**config.mk**
```make
export PLATFORM = sky130hd
export DESIGN_NAME = cmp_ctrl
export DESIGN_NICKNAME = d
export VERILOG_FILES = /design/src/logic/cmp_pkg.sv /design/src/logic/cmp_ctrl.sv /design/src/logic/cmp_edge_det.sv
export SDC_FILE = /design/constraint.sdc
export NUM_CORES = 1
export LEC_CHECK = 0
export BUFFER_PORTS_ARGS = -buffer_cell sky130_fd_sc_hd__buf_4
export CORE_MARGIN = 2
export CORE_UTILIZATION = 55
export CTS_CLUSTER_SIZE = 10
export DETAILED_ROUTE_END_ITERATION = 7
export GPL_ROUTABILITY_DRIVEN = 0
export GPL_TIMING_DRIVEN = 0
export PLACE_DENSITY = 0.84
export RECOVER_POWER = 50
export SLEW_MARGIN = 20
export SYNTH_ARGS = -nofsm -noshare
export SYNTH_HDL_FRONTEND = slang
export SYNTH_HIERARCHICAL = 1
export SYNTH_SLANG_ARGS = --single-unit
```
**constraint.sdc**
```tcl
create_clock -name mclk_i -period 3.8 [get_ports mclk_i]
set_input_delay 0.38 -clock mclk_i [delete_from_list [all_inputs] [get_ports mclk_i]]
set_output_delay 0.38 -clock mclk_i [all_outputs]
set_load 0.005 [all_outputs]
```
**src/logic/cmp_pkg.sv**
```systemverilog
// Purpose: shared constants and carriers for the comparator mode/mux block
// Assumes: 8-bit special function register bus, 20 MHz system clock
// Notes: register offsets are the byte addresses on the register port
package cmp_pkg;

  // ************************************************************
  // register map
  // ************************************************************
  localparam logic [7:0] CMP_MODE_ADDR = 8'h9d; // comparator_mode_register
  localparam logic [7:0] CMP_MUX_ADDR = 8'h9f;  // comparator_mux_register
  localparam logic [7:0] CMP_MODE_RST = 8'h02;
  localparam logic [7:0] CMP_MUX_RST = 8'hff;
  localparam logic [7:0] CMP_RD_UNMAPPED = 8'h00;

  // ************************************************************
  // field positions
  // ************************************************************
  localparam int CMP_RIE_BIT = 5;
  localparam int CMP_FIE_BIT = 4;
  localparam int CMP_MODE_LSB = 0;
  localparam int CMP_NEG_LSB = 4;
  localparam int CMP_POS_LSB = 0;
  localparam int CMP_SEL_W = 4;
  // highest select code that still names a pin; above it nothing connects
  localparam logic [3:0] CMP_SEL_LAST_PIN = 4'h9;

  // response modes, fastest first
  typedef enum logic [1:0] {
    CMP_MODE_FAST = 2'h0,
    CMP_MODE_1 = 2'h1,
    CMP_MODE_2 = 2'h2,
    CMP_MODE_SLOW = 2'h3
  } cmp_resp_t;

  // ************************************************************
  // carriers
  // ************************************************************
  typedef struct packed {
    logic rise_edge_irq_enable;
    logic fall_edge_irq_enable;
    cmp_resp_t response_mode_field;
  } cmp_mode_t;

  typedef struct packed {
    logic [3:0] negative_input_select;
    logic [3:0] positive_input_select;
  } cmp_mux_t;

  typedef struct packed {
    logic rise;
    logic fall;
  } cmp_edge_t;

endpackage

```
**src/logic/cmp_ctrl.sv**
```systemverilog
// Purpose: comparator response mode, edge interrupt enables, input mux select
// Assumes: register port and comparator output synchronous to mclk_i
// Notes: edge flags live here; their software clear arrives as strobes

// ************************************************************
// comparator mode and input select control
// ************************************************************

module cmp_ctrl
  import cmp_pkg::*;
#(
  parameter int N_PINS = 10     // pins per input mux, higher codes pick none
)(
  input wire logic mclk_i,                   // system clock
  input wire logic sys_rst_i,                // sync reset, active high
  input wire logic ce_i,                     // clock enable, freezes all state
  input wire logic [7:0] sfr_addr_i,         // register byte address
  input wire logic sfr_wr_i,                 // register write strobe
  input wire logic [7:0] sfr_wdata_i,        // register write data
  input wire logic sfr_rd_i,                 // register read strobe
  output logic [7:0] sfr_rdata_o,            // register read data, one cycle later
  input wire logic cmp_out_i,                // comparator output level
  input wire logic rise_flag_clr_i,          // software clear of the rising flag
  input wire logic fall_flag_clr_i,          // software clear of the falling flag
  output cmp_mode_t mode_o,                  // response mode and edge enables
  output cmp_mux_t mux_o,                    // raw input select codes
  output logic [N_PINS-1:0] pos_pin_sel_o,   // one-hot positive input pin, all zero for none codes
  output logic [N_PINS-1:0] neg_pin_sel_o,   // one-hot negative input pin, all zero for none codes
  output cmp_edge_t edge_flags_o,            // sticky edge flags
  output logic cmp_irq_req_o                 // request to the interrupt controller
);

  // ************************************************************
  // reset images and state
  // ************************************************************

  // reset image of the mode register, split into its fields
  localparam cmp_mode_t MODE_RST_VAL = '{
    rise_edge_irq_enable: CMP_MODE_RST[CMP_RIE_BIT],
    fall_edge_irq_enable: CMP_MODE_RST[CMP_FIE_BIT],
    response_mode_field: cmp_resp_t'(CMP_MODE_RST[CMP_MODE_LSB +: 2])
  };
  localparam cmp_mux_t MUX_RST_VAL = cmp_mux_t'(CMP_MUX_RST);

  cmp_mode_t mode_reg, mode_next;
  cmp_mux_t mux_reg, mux_next;
  cmp_edge_t flag_reg, flag_next;
  logic irq_reg, irq_next;
  logic [7:0] rdata_reg, rdata_next;
  logic [N_PINS-1:0] pos_sel_reg, pos_sel_next;
  logic [N_PINS-1:0] neg_sel_reg, neg_sel_next;
  cmp_edge_t edge_pulse;
  logic mode_hit;
  logic mux_hit;

  // ************************************************************
  // edge detection
  // ************************************************************

  // one-cycle pulses from the comparator level
  cmp_edge_det u_edge (
    .mclk_i(mclk_i),
    .sys_rst_i(sys_rst_i),
    .ce_i(ce_i),
    .level_i(cmp_out_i),
    .edge_o(edge_pulse)
  );

  // ************************************************************
  // register port decode
  // ************************************************************

  // address match, shared by reads and writes
  assign mode_hit = (sfr_addr_i == CMP_MODE_ADDR);
  assign mux_hit = (sfr_addr_i == CMP_MUX_ADDR);

  // next values of the two control registers
  always_comb begin
    mode_next = mode_reg;
    mux_next = mux_reg;
    if (sfr_wr_i && mode_hit) begin
      mode_next.rise_edge_irq_enable = sfr_wdata_i[CMP_RIE_BIT];
      mode_next.fall_edge_irq_enable = sfr_wdata_i[CMP_FIE_BIT];
      mode_next.response_mode_field = cmp_resp_t'(sfr_wdata_i[CMP_MODE_LSB +: 2]);
      // unused bits dropped, no storage for them at all
    end
    if (sfr_wr_i && mux_hit) begin
      mux_next.negative_input_select = sfr_wdata_i[CMP_NEG_LSB +: CMP_SEL_W];
      mux_next.positive_input_select = sfr_wdata_i[CMP_POS_LSB +: CMP_SEL_W];
    end
  end

  // read data; a read in the cycle of a write returns the old value
  always_comb begin
    rdata_next = rdata_reg;
    if (sfr_rd_i) begin
      rdata_next = CMP_RD_UNMAPPED;
      if (mode_hit) begin
        rdata_next[CMP_RIE_BIT] = mode_reg.rise_edge_irq_enable;
        rdata_next[CMP_FIE_BIT] = mode_reg.fall_edge_irq_enable;
        rdata_next[CMP_MODE_LSB +: 2] = mode_reg.response_mode_field;
      end else if (mux_hit) begin
        rdata_next[CMP_NEG_LSB +: CMP_SEL_W] = mux_reg.negative_input_select;
        rdata_next[CMP_POS_LSB +: CMP_SEL_W] = mux_reg.positive_input_select;
      end
    end
  end

  // ************************************************************
  // input pin selection
  // ************************************************************

  // decoded from the next mux value so select and code never disagree
  // one-hot pin decode
  for (genvar k = 0; k < N_PINS; k++) begin : g_pin
    assign pos_sel_next[k] = (mux_next.positive_input_select == CMP_SEL_W'(k));
    assign neg_sel_next[k] = (mux_next.negative_input_select == CMP_SEL_W'(k));
  end

  // ************************************************************
  // edge flags and interrupt request
  // ************************************************************

  // sticky flags; an edge in the cycle of a clear wins, so none is lost
  always_comb begin
    flag_next = flag_reg;
    if (rise_flag_clr_i) begin
      flag_next.rise = 1'b0;
    end
    if (fall_flag_clr_i) begin
      flag_next.fall = 1'b0;
    end
    if (edge_pulse.rise) begin
      flag_next.rise = 1'b1;
    end
    if (edge_pulse.fall) begin
      flag_next.fall = 1'b1;
    end
    irq_next = (flag_next.rise & mode_next.rise_edge_irq_enable)
      | (flag_next.fall & mode_next.fall_edge_irq_enable);
  end

  // ************************************************************
  // registers
  // ************************************************************

  // all state, frozen while ce_i is low
  always_ff @(posedge mclk_i) begin
    if (sys_rst_i) begin
      mode_reg <= MODE_RST_VAL;
      mux_reg <= MUX_RST_VAL;
      flag_reg <= '0;
      irq_reg <= 1'b0;
      rdata_reg <= CMP_RD_UNMAPPED;
      pos_sel_reg <= '0;
      neg_sel_reg <= '0;
    end else if (ce_i) begin
      mode_reg <= mode_next;
      mux_reg <= mux_next;
      flag_reg <= flag_next;
      irq_reg <= irq_next;
      rdata_reg <= rdata_next;
      pos_sel_reg <= pos_sel_next;
      neg_sel_reg <= neg_sel_next;
    end
  end

  // outputs straight from flops
  assign sfr_rdata_o = rdata_reg;
  assign mode_o = mode_reg;
  assign mux_o = mux_reg;
  assign pos_pin_sel_o = pos_sel_reg;
  assign neg_pin_sel_o = neg_sel_reg;
  assign edge_flags_o = flag_reg;
  assign cmp_irq_req_o = irq_reg;
endmodule

```
**src/logic/cmp_edge_det.sv**
```systemverilog
// Purpose: registered edge pulses from the comparator output level
// Assumes: comparator output already synchronous to mclk_i
// Notes: first sample after reset only primes the history, no edge
module cmp_edge_det
  import cmp_pkg::*;
(
  input wire logic mclk_i,      // system clock
  input wire logic sys_rst_i,   // sync reset, active high
  input wire logic ce_i,        // clock enable
  input wire logic level_i,     // comparator output level
  output cmp_edge_t edge_o      // one-cycle edge pulses
);

  logic prev_reg, prev_next;
  logic primed_reg, primed_next;
  cmp_edge_t edge_reg, edge_next;

  // next history and edge pulses
  always_comb begin
    prev_next = level_i;
    primed_next = 1'b1;
    edge_next.rise = primed_reg & level_i & ~prev_reg;
    edge_next.fall = primed_reg & ~level_i & prev_reg;
  end

  // registers, frozen while ce_i is low
  always_ff @(posedge mclk_i) begin
    if (sys_rst_i) begin
      prev_reg <= 1'b0;
      primed_reg <= 1'b0;
      edge_reg <= '0;
    end else if (ce_i) begin
      prev_reg <= prev_next;
      primed_reg <= primed_next;
      edge_reg <= edge_next;
    end
  end

  assign edge_o = edge_reg;

endmodule

```
Yosys cells after proc, flatten, opt, wreduce, memory -nomap -nowiden
Index checks and enable logic that the tools add are counted.

operators by class
  equality and inequality tests = 20
  reduce and logical (&&, ||, !) cells = 6
  bitwise operators = 9
  muxes and demuxes = 11

operators by type and width
  operator                                             count
  equality test 4 x 3 -> 1 bit, second input constant  8
  equality test 4 x 2 -> 1 bit, second input constant  4
  equality test 4 bit, second input constant           4
  equality test 8 bit, second input constant           2
  2-to-1 mux 8 bit                                     2
  equality test 4 x 1 -> 1 bit, second input constant  2
  logical NOT 4 bit                                    2
  2-to-1 mux 2 bit                                     4
  bitwise AND 1 bit                                    6
  2-to-1 mux 1 bit                                     4
  2-to-1 mux 4 bit                                     1
  AND reduction 2 bit                                  2
  logical AND 1 bit                                    2
  inverter 1 bit                                       2
  bitwise OR 1 bit                                     1

word-level totals
  input port bits = 24
  word-level logic and storage cells = 61
  flip-flop bits (word level) = 47
  output and inout port bits = 43

Longest topological paths before layout
  word-level depth = 5
  depth in mapped cells = 6
  depth with buffers taken out = 4

Cells and area by module
Netlist, hierarchy kept.

by module, submodules not included
  module        seq. area each (um^2)  instances  area an instance (um^2)  cells an instance
  cmp_ctrl      860.8                  1          2164.6                   238
  cmp_edge_det  80.1                   1          141.4                    14

Worst setup path before layout
OpenSTA, ideal clock, no wires.

  kind = input -> register
  start = in sfr_addr_i[5]
  end = reg neg_sel_reg[2] (netlist: neg_pin_sel_o[2])
  path buffers = 2
  required time = 3.712 ns
  data arrival time = 1.367 ns
  slack = 2.345 ns
  stages = 6
  library setup time = 0.088 ns
  path through = nand4b_2 > nor3_2 > buf_4 > buf_6 > nand4b_1 > a311oi_2

on the way
  word-level cells in the longest chain between the ends = 4

ends and longest elaborated chain
  item                          RTL line         RTL
  from (decl)                   cmp_ctrl.sv:17   input wire logic [7:0] sfr_addr_i,
  equality test 8 bit           cmp_ctrl.sv:75   assign mux_hit = (sfr_addr_i == CMP_MUX_ADDR);
  logical AND 1 bit             cmp_ctrl.sv:87   if (sfr_wr_i && mux_hit) begin
  2-to-1 mux 8 bit              cmp_ctrl.sv:87
  equality test 4 x 2 -> 1 bit  cmp_ctrl.sv:117  assign neg_sel_next[k] = (mux_next.negative_input_select == CMP_SEL_W'(k));
  to (signal assigned)          cmp_ctrl.sv:164  neg_sel_reg <= neg_sel_next;
  to (decl)                     cmp_ctrl.sv:51   logic [N_PINS-1:0] neg_sel_reg, neg_sel_next;

Every way passes these cells.
A chain may end at the register's enable or synchronous reset.

Worst setup path after layout
  start = in ce_i
  end = reg neg_sel_reg[6] (netlist: neg_pin_sel_o[6])

RTL lines
  item         RTL line        RTL
  from (decl)  cmp_ctrl.sv:16  input wire logic ce_i,

No word-level cell between the ends.

==> results.py <==
metrics = {
    "status": {
        "outcome": "finished clean",
    },
    "logic_synthesis": {
        "synth_common_cells": "dfxtp_1 (47), nor2_1 (44), nand4b_1 (22), a311oi_1 (16), clkbuf_1 (14)",
        "netlist.top_cell.by_area": "dfxtp_1",
        "ys_seq_elements": 47,
        "synth_compound_area_share_pct": 17.4,
        "ys_types": 35,
        "synth-xor-area-share_pct": 0,
        "yosysMostFrequentCell": "dfxtp_1",
        "synth_ff_type": "dfxtp_1",
        "synth_cells": 252,
        "synth_top_cells_by_area": "dfxtp_1 (41%), nand4b_1 (8.4%), nor2_1 (7.2%), a311oi_1 (6.1%), a211o_1 (3.0%)",
        "synth.top_cell.area_share_pct": 40.8,
        "yosys-mux-area-fraction_pct": 4.12,
        "synth_fa_ha_area_share_pct": 0,
        "yosys_warnings": 6,
        "synth_top_family_by_area": "simple AND/OR/NAND/NOR gates",
        "async_flop_share_pct": 0,
        "synth_fp_nets": 276,
        "ys_seq_area_share_pct": 40.8,
        "syn_area_per_cell_sq_um": 9.15,
        "synthesis.area_sq_um": 2310,
        "synthSimpleGateAreaFrac_pct": 32.1,
        "synth_edf_count": 0,
    },
    "placement": {
        "io_buffers": 64,
        "dp_cells": 366,
        "dpl_cell_area_sq_um": 2850,
        "dp_hpwl_um": 4420,
    },
    "drt": {
        "drc_errors": 0,
        "wl_per_cell_um": 16.0,
        "drtIter0Drc": 309,
        "ant_nets": 0,
        "dr.pass1.iters": 4,
        "via_per_inst": 5.99,
        "vias": 2242,
        "wl_um": 5990,
    },
    "sta": {
        "fin_crit_ns": 1.54,
        "final_max_slew_viol_count": 0,
        "hold_viol_final": 0,
        "max_freq_mhz": 651,
        "finalClockSkew_ns": 0.00379,
        "max-slew-margin-rel_pct": 66.7,
        "tns_ns": 0,
        "holdWs_ns": 0.268,
        "rsz0062_at_grt": "false",
        "fin_crit_sh_pct": 40.4,
        "setup_viol": 0,
        "worstMarginPinSlew_ns": 0.500,
    },
    "layout": {
        "multi_input_area_sq_um": 1240,
        "antennaDiodeCount": 0,
        "finalNetCount": 347,
        "nFillCells": 337,
        "ff_latch_area_sq_um": 941,
        "finalInstanceArea_sq_um": 2900,
        "area_growth_pct": 25.9,
        "drive_above_1_share_pct": 25.9,
        "stdcell_count": 374,
    },
    "critical_path": {
        "cp_slowest_cell": "clkbuf_1",
        "crit_cells": 5,
        "critPathBufInv": 4,
        "crit_path_max_incr_delay_ns": 0.43,
        "crit_type": "in2reg",
        "crit_required_ns": 3.95,
        "cpMostUsedCell": "clkbuf_1",
        "worstPathMaxFanout": 10,
        "timing.rr.end": "pos_pin_sel_o[9]$_SDFFE_PP0P_",
        "cp.arrival_ns": 1.69,
        "crit_path_end": "neg_pin_sel_o[6]$_SDFFE_PP0P_",
        "cp-start-kind": "input pin",
        "worstPathCellList": "buf_4 > buf_2 > clkbuf_1 > clkbuf_1 > a311oi_2",
        "worstRegToRegCells": 4,
        "cp-startpoint": "ce_i",
        "critPathCaptureType": "flop",
        "regToRegStartpoint": "mux_o[0]$_SDFFE_PP1P_",
        "reg2reg_slack_ns": 2.44,
        "cp_top_family": "buffers and inverters",
    },
    "power_and_ir_drop": {
        "leakagePower_nw": 1.10,
        "ir_drop_v": 0.000301,
        "p_total_w": 0.000912,
        "switchingPower_w": 0.000233,
        "cellPowerDensity_nw_per_um2": 314,
        "swShare_pct": 25.6,
        "seqPwrFrac_pct": 56.1,
        "pwr-share-clk_pct": 32.3,
        "combPwrFrac_pct": 11.6,
        "internal-power_w": 0.000679,
    },
    "clock_network": {
        "cts_setup_buffers": 0,
        "holdBufCountCts": 0,
        "numCtsBuffers": 5,
        "cts_sinks": 47,
        "clk_path_buf_depth": 2,
        "cts_tree": "done",
        "clk_pin_slew_worst_paths_ns": 0.09,
        "postCtsResizedCells": 0,
        "cts_root_buffer": "clkbuf_8",
        "clk_latency_ns": 0.30,
        "htreeDepth": 2,
    },
    "min_path": {
        "hold_class": "in2reg",
    },
    "global_route": {
        "antenna_found_initial": 0,
        "grt_overflow": 0,
        "grt_pass1_wl_um": 9940,
        "grtUsageTotal_pct": 27.9,
        "grt_max_degree": 15,
        "grt_pass1_vias": 2077,
    },
    "die": {
        "die-width_um": 68.8,
        "fp.dieH_um": 68.8,
        "initial_core_util_pct": 57.2,
        "pin_count": 67,
        "core_sq_um": 4030,
        "num_rows": 23,
        "die_area_sq_um": 4730,
    },
    "job": {
        "cap_violations": 0,
    },
}
logic make-up (layout without fill, tap and decap cells):
| family | after synthesis | in the layout |
|---|---|---|
| AO/OA/AOI/OAI | 45 | 45 |
| multiplexers | 9 | 9 |
| flip-flops | 47 | 47 |
| AND/OR/NAND/NOR | 121 | 121 |
| buffers and inverters | 30 | 102 |
power by group through the flow:
stage / clock (W) / combinational (W) / sequential (W)
after floorplan: 0 / 0.0000530 / 0.000524
after global placement: 0 / 0.000106 / 0.000523
after detailed placement: 0 / 0.000107 / 0.000524
after CTS: 0.000294 / 0.000108 / 0.000512
after global routing: 0.000314 / 0.000117 / 0.000514
final: 0.000294 / 0.000105 / 0.000512
placed cells by master (no fill, tap or decap), drive strengths merged:
master / count
o41ai: 1
nand4b: 24
clkbuf: 60
buf: 34
nand3: 11
nand4: 8
nand2: 9
and4b: 2
a21o: 2
nor3: 3
mux2: 4
mux2i: 5
nor4bb: 4
a22oi: 6
dfxtp: 47
a32oi: 4
a221oi: 2
inv: 5
a311oi: 20
nor2b: 4
nor4: 1
nand3b: 1
and3: 8
a21oi: 2
clkinv: 3
nand2b: 2
a211o: 8
nor2: 44
area by class of cell:
type,instances,share of cell area [%]
tap,50,2.16
timing repair buffer,64,15.5
clock buffer,5,2.37
multi-input combinational,175,42.6
inverter,5,0.647
buffer,25,3.79
sequential,47,32.4
clock inverter,3,0.517
through the flow:
| stage | util (%) | setup WS [ns] |
|---|---|---|
| 2_1_floorplan | - | 2.34 |
| 3_3_place_gp | 70.7 | 1.99 |
| 3_5_place_dp | 70.7 | 1.99 |
| 4_1_cts | 72.8 | 2.28 |
| 5_1_grt | 72.0 | 2.13 |
| 6_report | 72.0 | 2.26 |
worst reg2reg max path, stage by stage (launching register included):
cell	delay [ns]
dfxtp_1	0.34
buf_1	0.30
nor4bb_1	0.29
nand2_1	0.10
a311oi_1	0.24
routing by layer:
layer / routed length (um) / vias to the layer above / part of all wire (%) / global-route usage (%)
met5: 0 / - / 0 / 0
met3: 413 / 7 / 6.9 / 5.52
met4: 55 / 0 / 0.92 / 8.58
li1: - / 1102 / - / -
met1: 2680 / 1044 / 45 / 38.7
met2: 2850 / 89 / 47 / 43.8
worst min-delay path by stage:
stage / startpoint / to / slack (ns) / depth (start not counted)
3_3_place_gp: u_edge/primed_reg$_SDFFE_PP0P_ / u_edge/primed_reg$_SDFFE_PP0P_ / 0.47 / 2
6_report: sys_rst_i / u_edge/edge_o[1]$_SDFFE_PP0P_ / 0.27 / 2
5_1_grt: sys_rst_i / u_edge/edge_o[1]$_SDFFE_PP0P_ / 0.26 / 2
3_5_place_dp: sfr_rdata_o[2]$_SDFFE_PP0P_ / sfr_rdata_o[2]$_SDFFE_PP0P_ / 0.48 / 2
4_1_cts: sys_rst_i / u_edge/edge_o[1]$_SDFFE_PP0P_ / 0.27 / 2
2_1_floorplan: sys_rst_i / u_edge/edge_o[0]$_SDFFE_PP0P_ / 0.45 / 1
Note: power is estimated with default switching activity, not from simulation.
